[src/rtsm_defines.vh]
// Constants for the terminal status and memory map block.
// Assumes a 50 MHz core clock and a memory backend that answers requests with an active-low grant.
//
// Behaviour
// RULE1: Message memory is 2K x 16, one 32-word buffer per subaddress and direction.
// RULE2: All configuration comes from static input pins, no programmable registers.
// RULE3: Split RAM: receive half when top address bit is 0, transmit when 1; the code's transmit prefix 6'h1F leaves address bit 10 at 0.
// RULE4: Integrator ties loopback subaddress select low with split RAM halves.
// RULE5: Command value is driven and address latch strobe pulsed for external remapping.
// RULE6: A 7-bit interrupt vector holds the subaddress and the direction bit.
// RULE7: A vector latch strobe pulses so external logic can extend the vector.
// RULE8: Status word bits 15 to 11 equal the terminal address pins.
// RULE9: Status bit 10 is set when a message error is detected.
// RULE10: Status bits 9, 7 to 5 and 1 are always zero.
// RULE11: Status bit 8 follows the service request pin.
// RULE12: Status bit 4 is set when a broadcast message was received.
// RULE13: Status bit 3 follows the terminal busy pin.
// RULE14: Status bit 2 follows the subsystem flag pin.
// RULE15: Status bit 0 follows terminal flag, forced low while inhibited by mode code.
// RULE16: Command and transfer status words stored at prefix then subaddress.
// RULE17: Each memory access raises request low, waits for grant, then releases.
// RULE18: Status inputs are sampled once at assembly and held during transmission.
`ifndef RTSM_DEFINES_VH
`define RTSM_DEFINES_VH

`define RTSM_ADDR_W        11
`define RTSM_PREFIX_RX     6'h00
`define RTSM_PREFIX_TX     6'h1F
`define RTSM_TOP_BIT       10
`define RTSM_SW_ADDR_LSB   11
`define RTSM_SW_MERR       10
`define RTSM_SW_SREQ       8
`define RTSM_SW_BCST       4
`define RTSM_SW_BUSY       3
`define RTSM_SW_SSF        2
`define RTSM_SW_TERMINAL_FLAG_IN      0
`define RTSM_CLK_MHZ       50
`define RTSM_GNT_TMO_NS    12000
// Grant wait of 12 us at the 50 MHz core clock, sized to the timer width.
`define RTSM_GNT_TMO_CYC   10'h258
`define RTSM_TMO_W         10

`endif

[src/rtsm_status_map.v]
// Status word assembly, command/status word storage, address mapper and vector strobes.
// Assumes a transfer sequencer issues one-cycle start/end pulses and holds cmd/data inputs stable.
//
`timescale 1ns/100ps
`include "rtsm_defines.vh"

module rtsm_status_map (
  // Clock and reset
  input  wire        clk_in,
  input  wire        srst_in,
  // Static configuration pins
  input  wire [4:0]  terminal_address_in, // see RULE2
  input  wire        loopback_subaddress_select_in,
  input  wire        service_request_in,
  input  wire        terminal_busy_in,
  input  wire        subsystem_flag_in,
  input  wire        terminal_flag_in,
  // Transfer sequencer
  input  wire        xfer_start_in,
  input  wire        xfer_end_in,
  input  wire [15:0] command_word_in,
  input  wire [15:0] transfer_status_word_in,
  input  wire        message_error_in,
  input  wire        broadcast_in,
  input  wire        inhibit_terminal_flag_in_in,
  input  wire        status_load_in,
  // Memory backend
  input  wire        memory_grant_n_in,
  output reg         memory_request_n_out,
  output reg         mem_write_out,
  output reg  [10:0] mem_addr_out,
  output reg  [15:0] mem_wdata_out,
  output reg         mem_timeout_out,
  // Address mapper and vector extension
  output reg  [15:0] command_value_out,
  output reg         address_latch_strobe_out,
  output reg         vector_latch_strobe_out,
  output reg  [6:0]  int_vector_out,
  output reg         int_req_out,
  // Status word
  output reg  [15:0] status_word_out,
  output reg         status_valid_out
);

  localparam [1:0] ST_IDLE = 2'b00;
  localparam [1:0] ST_REQ  = 2'b01;
  localparam [1:0] ST_ACC  = 2'b10;

  localparam [`RTSM_TMO_W-1:0] TMO_CYC = `RTSM_GNT_TMO_CYC;

  localparam [`RTSM_TMO_W-1:0] TMO_ZERO = {`RTSM_TMO_W{1'b0}};

  ////////////////////////////////////////////////////////////////////////////
  // Declarations.

  // Memory sequencer state and its next values.
  reg [1:0]             state_r;
  reg [1:0]             state_nxt;
  reg                   pend_cmd_r;
  reg                   pend_cmd_nxt;
  reg                   pend_tsw_r;
  reg                   pend_tsw_nxt;
  reg                   cur_tsw_r;
  reg                   cur_tsw_nxt;
  reg [`RTSM_TMO_W-1:0] tmo_r;
  reg [`RTSM_TMO_W-1:0] tmo_nxt;
  reg                   req_n_nxt;
  reg                   write_nxt;
  reg [10:0]            addr_nxt;
  reg [15:0]            wdata_nxt;
  reg                   timeout_nxt;

  // Command capture and interrupt vector state.
  reg [15:0]            cmd_hold_r;
  reg [15:0]            cmd_hold_nxt;
  reg                   bcst_seen_r;
  reg                   bcst_seen_nxt;
  reg [15:0]            cmd_value_nxt;
  reg [6:0]             vector_nxt;
  reg                   int_req_nxt;

  // Status word assembly.
  reg [15:0]            status_nxt;
  wire [4:0]            sw_addr;
  wire                  sw_merr;
  wire                  sw_sreq;
  wire                  sw_bcst;
  wire                  sw_busy;
  wire                  sw_ssf;
  wire                  sw_terminal_flag_in;

  // Shared address and timer decodes.
  wire [10:0]           word_addr;
  wire                  tmo_expired;

  ////////////////////////////////////////////////////////////////////////////
  // Address decode.

  // The loopback select only moves data buffers, which this block never addresses.
  // Command and transfer status words keep their place, so the input is left unread here.

  // Direction picks the 6-bit prefix ahead of the subaddress.
  assign word_addr = {(cmd_hold_r[10] ? `RTSM_PREFIX_TX : `RTSM_PREFIX_RX), cmd_hold_r[9:5]}; // see RULE16

  // The grant timer counts down to zero while the request waits.
  assign tmo_expired = (tmo_r == TMO_ZERO);

  ////////////////////////////////////////////////////////////////////////////
  // Command capture, mapper strobe and interrupt vector.

  always @* begin
    cmd_hold_nxt  = cmd_hold_r;
    cmd_value_nxt = command_value_out;
    vector_nxt    = int_vector_out;
    int_req_nxt   = int_req_out;
    bcst_seen_nxt = bcst_seen_r;
    if (xfer_start_in) begin
      cmd_hold_nxt  = command_word_in;
      cmd_value_nxt = command_word_in; // see RULE5
      bcst_seen_nxt = broadcast_in;    // see RULE12
    end
    // The vector settles with its strobe so external logic latches a stable value.
    if (xfer_end_in) begin
      vector_nxt  = {1'b0, cmd_hold_r[10], cmd_hold_r[9:5]}; // see RULE6
      int_req_nxt = 1'b1;
    end else if (xfer_start_in) begin
      int_req_nxt = 1'b0;
    end
  end

  always @(posedge clk_in) begin
    if (srst_in) begin
      cmd_hold_r               <= 16'h0000;
      command_value_out        <= 16'h0000;
      address_latch_strobe_out <= 1'b0;
      vector_latch_strobe_out  <= 1'b0;
      int_vector_out           <= 7'h00;
      int_req_out              <= 1'b0;
      bcst_seen_r              <= 1'b0;
    end else begin
      cmd_hold_r               <= cmd_hold_nxt;
      command_value_out        <= cmd_value_nxt;
      address_latch_strobe_out <= xfer_start_in; // see RULE5
      vector_latch_strobe_out  <= xfer_end_in;   // see RULE7
      int_vector_out           <= vector_nxt;
      int_req_out              <= int_req_nxt;
      bcst_seen_r              <= bcst_seen_nxt;
    end
  end

  ////////////////////////////////////////////////////////////////////////////
  // Status word, sampled once per load and held during transmission.
  // Sampling once keeps pin changes during transmission from tearing the word.

  assign sw_addr  = terminal_address_in;                  // see RULE8
  assign sw_merr  = message_error_in;                     // see RULE9
  assign sw_sreq  = service_request_in;                   // see RULE11
  // A broadcast seen at the start still counts if the sequencer drops the level before the load.
  assign sw_bcst  = bcst_seen_r | broadcast_in;           // see RULE12
  assign sw_busy  = terminal_busy_in;                     // see RULE13
  assign sw_ssf   = subsystem_flag_in;                    // see RULE14
  // The inhibit mode code only masks the flag; the pin itself is left alone.
  assign sw_terminal_flag_in = terminal_flag_in & ~inhibit_terminal_flag_in_in; // see RULE15

  always @* begin
    status_nxt = status_word_out;
    if (status_load_in) begin // see RULE18
      status_nxt                             = 16'h0000; // see RULE10
      status_nxt[15:`RTSM_SW_ADDR_LSB]       = sw_addr;
      status_nxt[`RTSM_SW_MERR]              = sw_merr;
      status_nxt[`RTSM_SW_SREQ]              = sw_sreq;
      status_nxt[`RTSM_SW_BCST]              = sw_bcst;
      status_nxt[`RTSM_SW_BUSY]              = sw_busy;
      status_nxt[`RTSM_SW_SSF]               = sw_ssf;
      status_nxt[`RTSM_SW_TERMINAL_FLAG_IN]             = sw_terminal_flag_in;
    end
  end

  always @(posedge clk_in) begin
    if (srst_in) begin
      status_word_out  <= 16'h0000;
      status_valid_out <= 1'b0;
    end else begin
      status_word_out  <= status_nxt;
      status_valid_out <= status_load_in;
    end
  end

  ////////////////////////////////////////////////////////////////////////////
  // Pending writes of command word and transfer status word.
  // A start or end that lands during an access stays pending and wins over the clear.

  always @* begin
    pend_cmd_nxt = pend_cmd_r;
    pend_tsw_nxt = pend_tsw_r;
    if (state_r == ST_ACC) begin
      if (cur_tsw_r)
        pend_tsw_nxt = 1'b0;
      else
        pend_cmd_nxt = 1'b0;
    end
    if (xfer_start_in)
      pend_cmd_nxt = 1'b1;
    if (xfer_end_in)
      pend_tsw_nxt = 1'b1;
  end

  ////////////////////////////////////////////////////////////////////////////
  // Grant timer.
  // It ends a stuck backend access so later transfers still get their writes.

  always @* begin
    tmo_nxt = tmo_r;
    if (state_r == ST_IDLE)
      tmo_nxt = TMO_CYC;
    else if (state_r == ST_REQ && !tmo_expired)
      tmo_nxt = tmo_r - 1'b1;
  end

  ////////////////////////////////////////////////////////////////////////////
  // Memory write datapath.

  always @* begin
    addr_nxt  = mem_addr_out;
    wdata_nxt = mem_wdata_out;
    // Address and data move only when the grant is taken, so they stand through the write.
    if (state_r == ST_REQ && !memory_grant_n_in) begin
      addr_nxt  = word_addr; // see RULE1
      wdata_nxt = cur_tsw_r ? transfer_status_word_in : cmd_hold_r;
    end
  end

  ////////////////////////////////////////////////////////////////////////////
  // Memory request sequencer; the command word goes first when both are pending.

  always @* begin
    state_nxt   = state_r;
    cur_tsw_nxt = cur_tsw_r;
    req_n_nxt   = memory_request_n_out;
    write_nxt   = 1'b0;
    timeout_nxt = 1'b0;
    case (state_r)
      ST_IDLE: begin
        if (pend_cmd_r || pend_tsw_r) begin
          cur_tsw_nxt = ~pend_cmd_r;
          req_n_nxt   = 1'b0; // see RULE17
          state_nxt   = ST_REQ;
        end
      end
      ST_REQ: begin
        if (!memory_grant_n_in) begin
          write_nxt = 1'b1;
          state_nxt = ST_ACC;
        end else if (tmo_expired) begin
          req_n_nxt   = 1'b1;
          timeout_nxt = 1'b1;
          state_nxt   = ST_ACC;
        end
      end
      ST_ACC: begin
        req_n_nxt = 1'b1; // see RULE17
        state_nxt = ST_IDLE;
      end
      default: begin
        state_nxt = ST_IDLE;
      end
    endcase
  end

  always @(posedge clk_in) begin
    if (srst_in) begin
      state_r              <= ST_IDLE;
      pend_cmd_r           <= 1'b0;
      pend_tsw_r           <= 1'b0;
      cur_tsw_r            <= 1'b0;
      tmo_r                <= TMO_ZERO;
      memory_request_n_out <= 1'b1;
      mem_write_out        <= 1'b0;
      mem_addr_out         <= 11'h000;
      mem_wdata_out        <= 16'h0000;
      mem_timeout_out      <= 1'b0;
    end else begin
      state_r              <= state_nxt;
      pend_cmd_r           <= pend_cmd_nxt;
      pend_tsw_r           <= pend_tsw_nxt;
      cur_tsw_r            <= cur_tsw_nxt;
      tmo_r                <= tmo_nxt;
      memory_request_n_out <= req_n_nxt;
      mem_write_out        <= write_nxt;
      mem_addr_out         <= addr_nxt;
      mem_wdata_out        <= wdata_nxt;
      mem_timeout_out      <= timeout_nxt;
    end
  end

endmodule // rtsm_status_map

[config.mk]
export PLATFORM = sky130hd
export DESIGN_NAME = rtsm_status_map
export DESIGN_NICKNAME = d
export VERILOG_FILES = /design/src/rtsm_status_map.v
export VERILOG_INCLUDE_DIRS = /design/src
export SDC_FILE = /design/constraint.sdc
export NUM_CORES = 1
export LEC_CHECK = 0
export ABC_AREA = 0
export BUFFER_PORTS_ARGS = -buffer_cell sky130_fd_sc_hd__buf_4
export CAP_MARGIN = 20
export CORE_MARGIN = 8
export CORE_UTILIZATION = 40
export CTS_BUF_LIST = sky130_fd_sc_hd__clkbuf_16
export CTS_CLUSTER_DIAMETER = 200
export DETAILED_ROUTE_END_ITERATION = 6
export PLACE_DENSITY = 0.68
export SYNTH_ARGS = -nofsm -noshare
export SYNTH_HDL_FRONTEND = slang
export SYNTH_SLANG_ARGS = --single-unit
[constraint.sdc]
create_clock -name clk_in -period 3.7 [get_ports clk_in]
set_clock_uncertainty 0.2 [all_clocks]
set_input_delay 0 -clock clk_in [delete_from_list [all_inputs] [get_ports clk_in]]
set_output_delay 0 -clock clk_in [all_outputs]
set_load 0.01 [all_outputs]
==> results of run 1 <==
worst max-delay path, delay by kind of cell (launching register included):
kind,cells,cell delay [ns]
flops,1,0.34
fa+ha+maj,1,0.45
compound gates,2,0.40
simple gates,2,1.05
buf+inv,1,0.11
logic make-up (layout without fill, tap and decap cells):
| family | after synthesis | after routing | share of synthesized area, % |
|---|---|---|---|
| fa+ha+maj | 6 | 6 | 2.36 |
| other cells | 1 | 8 | 0.118 |
| mux | 49 | 49 | 15.4 |
| compound gates | 52 | 52 | 11.4 |
| flops | 78 | 78 | 49.1 |
| simple gates | 103 | 103 | 14.2 |
| xor+xnor | 3 | 3 | 0.826 |
| buf+inv | 43 | 218 | 6.68 |
registers in the layout (all words and copies together), names as in the netlist, 2 cells and up:
| signal | flops |
|---|---|
| status_word_out | 11 |
| mem_wdata_out | 16 |
| state_r | 2 |
| int_vector_out | 6 |
| tmo_r | 10 |
| cmd_hold_r | 16 |
| mem_addr_out | 6 |
report_power, final:
part / leakage, nW / internal, mW / total [mW] / switching, mW
combinational: 1.45 / 0.367 / 0.732 / 0.364
clock: 0.151 / 0.532 / 0.901 / 0.369
sequential: 0.641 / 0.942 / 1.02 / 0.0815
Yosys cell counts (all sizes together), types with 4 or more instances:
cell    number  area, µm²
nand2       22       82.6
clkbuf      18       68.8
dfxtp       78       1560
inv         10       37.5
buf         15        106
a21oi       16       80.1
o21ai        4       20.0
nor2        58        218
ha           6       75.1
a31oi        4       40.0
mux2i       49        490
a211oi      18        135
nor2b        4       25.0
final cells by class:
type,count,area (µm²)
Multi-Input combinational cell,220,1430
Timing Repair Buffer,192,1650
Inverter,10,37.5
Antenna cell,1,2.50
Clock inverter,7,82.6
Sequential cell,78,1560
Clock buffer,9,225
Tap cell,102,128
Fill cell,547,2610
per-layer routing:
metal	vias to the layer above	global-route usage, %	wire length (µm)
met5	-	0	0
met4	0	5.30	162
met3	12	7.68	872
met2	102	29.0	4670
met1	1360	18.7	3970
li1	1492	-	-
through the flow:
| stage | utilization [%] | power, mW |
|---|---|---|
| finish | 66.3 | 2.66 |
| global route | 66.3 | 2.79 |
| CTS | 65.9 | 2.65 |
| detailed placement | 52.2 | 1.68 |
| global placement | 52.2 | 1.66 |
| floorplan | - | 1.45 |
worst max-delay path by stage:
stage                     startpoint    endpoint  slack, ns  cells after the start
final                     state_r[1]    tmo_r[7]       1.10                      6
after global routing      state_r[1]    tmo_r[7]       0.88                      6
after detailed placement  state_r[1]    tmo_r[7]       1.18                      6
after global placement    state_r[1]    tmo_r[7]       1.25                      6
after floorplan             tmo_r[0]  state_r[0]       1.51                      7
after CTS                 state_r[1]    tmo_r[7]       1.14                      6
==> impl_results.md, run 1 <==
- Async S/R FF share, synth: 0%
- Final instance area: between 5000 and 6000 µm²
- Max Root-Sink Buffers: 2
- Avg WL per Cell: between 15 and 20 µm
- Slew headroom: 49.1%
- GP Congestion: around 0.80
- First-pass DRT Iterations: 4
- Initial antenna violation count: 1
- Fin crit period: approximately 2.6 ns
- Total GRT Usage: 17.1%
- TritonCTS clock tree: done
- Setup WS post-layout: about 1.1 ns
- VDD IR max: 0.315 mV
- Placed cells: 526
- DRC: 0
- CTS H-tree depth: 3
- Syn avg cell area: 9.50 µm²
- Crit path arrival time: 2.66 ns
- First-pass GRT wire length: 15,700 µm
- Final Net Count: 568
- FF+latch count, synth: 78
- Nature of the critical path startpoint: flop
- Dpl hpwl: 5830 µm
- HP Class: input port to flop
- Hold-critical path depth: 2
- # IOs: 124
- Status: complete, no violations
- Iteration-0 DRC Markers: 81
- Synth unique cells: 40
- Setup TNS: 0 ns
- Fin cells: 619
- Worst-case hold slack: slightly above 0.006 ns
- LEAKAGE: 2.24 nW
- Req. time, crit path: 3.75 ns
- Synthesis-to-finish area growth: 60.8%
- Source of the worst hold timing path: srst_in
- Placed inst area: around 4000 µm²
- Die W: 105 µm
- Vias in the first global route: ~3,200
- Die Span Y: 105 µm
- Dpl ws: roughly 1.2 ns
- F_max: 384 MHz
- Power Density: about 520 nW/µm²
- Final hold vios: 0
- Commonest cells after routing, fill and taps aside: buf_4, dfxtp_1, dlygate4sd3_1
- FF-to-FF path depth: 6
- Clk_lat worst skew: 0.33 ns
- R2R setup slack: 1.10 ns
- Reg2reg start: state_r[1]
- EDFF count, synth: 0
- R2R Path End: tmo_r[7]
- CP peak stage delay: roughly 0.68 ns
- Share of cells above drive strength 1: a little over a quarter
- Post-CTS setup buffer count: 0
- Inserted Clock Buffers: 9
- Post-CTS Resized: 0
- Initial cell density of the core: slightly above 40%
- Register area share after synthesis: 49.1%
- GRT overflow: 0
- MaxCap Viol Count: 0
- Crit-path cells: inv_1, ha_1, nor4b_1, o211ai_1, or3_1, a21oi_1
- Num rows: 32
- Vias/cell: between 4 and 5
- Setup violations, final: 0
- Worst Setup End Kind: flop
- WHS Endpoint: int_vector_out[1]
- Max-slew violations: 0
- Core area: 7730 µm²
- Vias: 2,966
- Kind of critical path: flop to flop
- Largest net degree at the start of global routing: 71
- Clock Sink Count: 78
- Synth Flop Type: dfxtp_1
- # hold bufs at CTS: 75
- Antenna Nets Post-Route: 0
- Root Driver: clkbuf_16
- Least-Margin Pin Slew: 0.753 ns
- WL final: 9670 µm
- Die Footprint: 11,100 µm²
- Worst path slowest cell: nor4b_1
- Final Cycle Share: a little over two thirds
- Warnings, synthesis: 0
- Clock transition at path regs: about 0.06 ns
- Cell Area, Synth: 3180 µm²
- Unrepaired setup endpoints after global routing: no
- Crit-path max FO: 12
- Syn Inst Count: 335
- Port Buffers: approximately 120
- Most common cell after layout, fill and taps aside: buf_4
Power figures use the tool's default switching activity.
==> run 2, diff against run 1 <==
--- a/config.mk
+++ b/config.mk
@@ -14,7 +14,7 @@
 export CTS_BUF_LIST = sky130_fd_sc_hd__clkbuf_16
 export CTS_CLUSTER_DIAMETER = 200
 export DETAILED_ROUTE_END_ITERATION = 6
-export PLACE_DENSITY = 0.68
+export PLACE_DENSITY = 0.7
 export SYNTH_ARGS = -nofsm -noshare
 export SYNTH_HDL_FRONTEND = slang
 export SYNTH_SLANG_ARGS = --single-unit
==> constraint.sdc (replaced) <==
create_clock -name clk_in -period 2.3 [get_ports clk_in]
set_clock_uncertainty 0.2 [all_clocks]
set_input_delay 0 -clock clk_in [delete_from_list [all_inputs] [get_ports clk_in]]
set_output_delay 0 -clock clk_in [all_outputs]
set_load 0.01 [all_outputs]
==> run 2 against run 1 <==
  * Utilization up 2.7 points
  * Die area unchanged
  * Critical path type is now input port to flop
  * Sequential share of layout area down 1.2 points
  * Sequential power up 61%
  * Power up 72%
  * Worst setup slack worse by 1.0 ns
  * Clock power up 81%
  * Hold slack better by 0.26 ns
==> impl_results.md, run 2 (synthesized netlist as in run 1, its figures left out) <==
- Num rows: 32
- Vias in the first global route: 3,449
- Req. time, crit path: about 2.3 ns
- Internal power: 3.24 mW
- MaxCap Viol Count: 0
- Max Root-Sink Buffers: 2
- GRT overflow: 0
- WL final: 10,400 µm
- Die W: 105 µm
- Nature of the critical path startpoint: input port
- Inserted Clock Buffers: 9
- Die Footprint: 11,100 µm²
- Clock Sink Count: 78
- Iteration-0 DRC Markers: 61
- LEAKAGE: 2.34 nW
- Clock transition at path regs: 0.06 ns
- Kind of critical path: input port to flop
- Crit path arrival time: 2.25 ns
- Setup TNS: 0 ns
- F_max: ~450 MHz
- Placed inst area: approximately 4100 µm²
- CP delay by family, top: buffers and inverters
- Die Span Y: 105 µm
- Root Driver: clkbuf_16
- Final Cycle Share: 97.6%
- Most common cell after layout, fill and taps aside: buf_4
- HP Class: flop to flop
- Worst Setup End Kind: flop
- CP most frequent cell: dlygate4sd3_1
- Final hold vios: 0
- Port Buffers: 115
- Post-Route Utilization: between 60% and 70%
- Total GRT Usage: 19.0%
- Initial cell density of the core: 41.2%
- Commonest cells after routing, fill and taps aside: buf_4, dlygate4sd3_1, dfxtp_1
- Share of cells above drive strength 1: 28.0%
- Worst path slowest cell: dlygate4sd3_1
- Sw Share: 29.0%
- Met2 routed WL: 5340 µm
- First-pass DRT Iterations: 4
- First-pass GRT wire length: 17,100 µm
- CTS H-tree depth: 3
- Clk pwr share: 35.8%
- # IOs: 124
- Synthesis-to-finish area growth: 67.3%
- Largest regs: cmd_hold_r (16), mem_wdata_out (16), status_word_out (11)
- Max layer used: met4
- Diode count: 0
- Vias/cell: 4.83
- Crit-path cells: dlygate4sd3_1, buf_8, mux2i_1, dlygate4sd3_1, nor2_1, dlygate4sd3_1
- DRC: 0
- Antenna Nets Post-Route: 0
- Largest net degree at the start of global routing: 37
- Fillers: 529
- Fin crit period: 2.24 ns
- CP bufs+invs: 4
- Max-slew violations: 0
- TritonCTS clock tree: done
- Clk_lat worst skew: 0.33 ns
- Vias: 3,068
- Setup WS post-layout: ~0.055 ns
- CP peak stage delay: 0.60 ns
- Final instance area: 5330 µm²
- Sw Pwr: 1.32 mW
- Status: complete, no violations
- Setup violations, final: 0
- Crit-path max FO: 18
- Dpl ws: 0.107 ns
- Dpl hpwl: 6020 µm
- Seq pwr share: a little over a third
- GP Congestion: roughly 0.83
- Avg WL per Cell: 16.3 µm
- Logic gate share of total power: 28.2%
- Core area: approximately 7700 µm²
- Met3 WL: approximately 860 µm
- Initial antenna violation count: 0
- M1 WL: 3920 µm
- Power Density: 857 nW/µm²
- Final Net Count: 585
- VDD IR max: 0.518 mV
[run 2: worst min-delay path, delay by kind of cell, from the launching register on]
family          cells  cell delay [ns]
flops               1             0.31
simple gates        1             0.05
compound gates      1             0.05
[run 2: path summary, 6_finish.rpt]
kind,slack (ns),start,endpoint,cells after the start
worst min-delay path,0.26,mem_addr_out[1],mem_addr_out[1],2
worst max-delay path,0.06,xfer_start_in,cmd_hold_r[11],6
worst max register to register,0.11,tmo_r[0],memory_request_n_out,7
worst min register to register,0.26,mem_addr_out[1],mem_addr_out[1],2
[run 2: power by group through the flow]
stage | registers (mW) | clock network, mW | logic [mW]
floorplan | 1.69 | 0 | 0.639
global placement | 1.66 | 0 | 1.09
detailed placement | 1.66 | 0 | 1.11
CTS | 1.64 | 1.65 | 1.25
global route | 1.66 | 1.71 | 1.42
finish | 1.64 | 1.63 | 1.29
[run 2: per-stage QoR]
step	hold WS [ns]	power [mW]	instances
6_report	0.262	4.56	635
5_1_grt	0.282	4.79	635
4_1_cts	0.262	4.54	635
3_5_place_dp	0.0410	2.77	533
3_3_place_gp	0.0320	2.75	533
2_1_floorplan	-0.0575	2.33	341
[run 2: area by class of cell]
| type | instances | area (µm²) | area share, % |
|---|---|---|---|
| clock buffer | 9 | 225 | 4.23 |
| clock inverter | 7 | 123 | 2.30 |
| inverter | 10 | 37.5 | 0.705 |
| multi-input combinational | 220 | 1450 | 27.2 |
| sequential | 78 | 1560 | 29.3 |
| tap | 102 | 128 | 2.40 |
| timing repair buffer | 209 | 1800 | 33.9 |
[run 2: timing repair]
| item | 4_1_cts | 5_1_grt |
|---|---|---|
| setup endpoints to repair | 0 | 10 |
| hold buffers | 86 | 0 |
| resized for setup | 0 | 7 |
| endpoints found under the hold margin | 68 | 0 |
| buffers inserted | 0 | 0 |
[run 2: routing by layer]
metal  global-route usage (%)  vias to the layer above
met4                     8.56                        0
met2                     33.4                      100
met1                     19.3                     1431
li1                         -                     1514
met5                        0                        -
met3                     7.49                       23
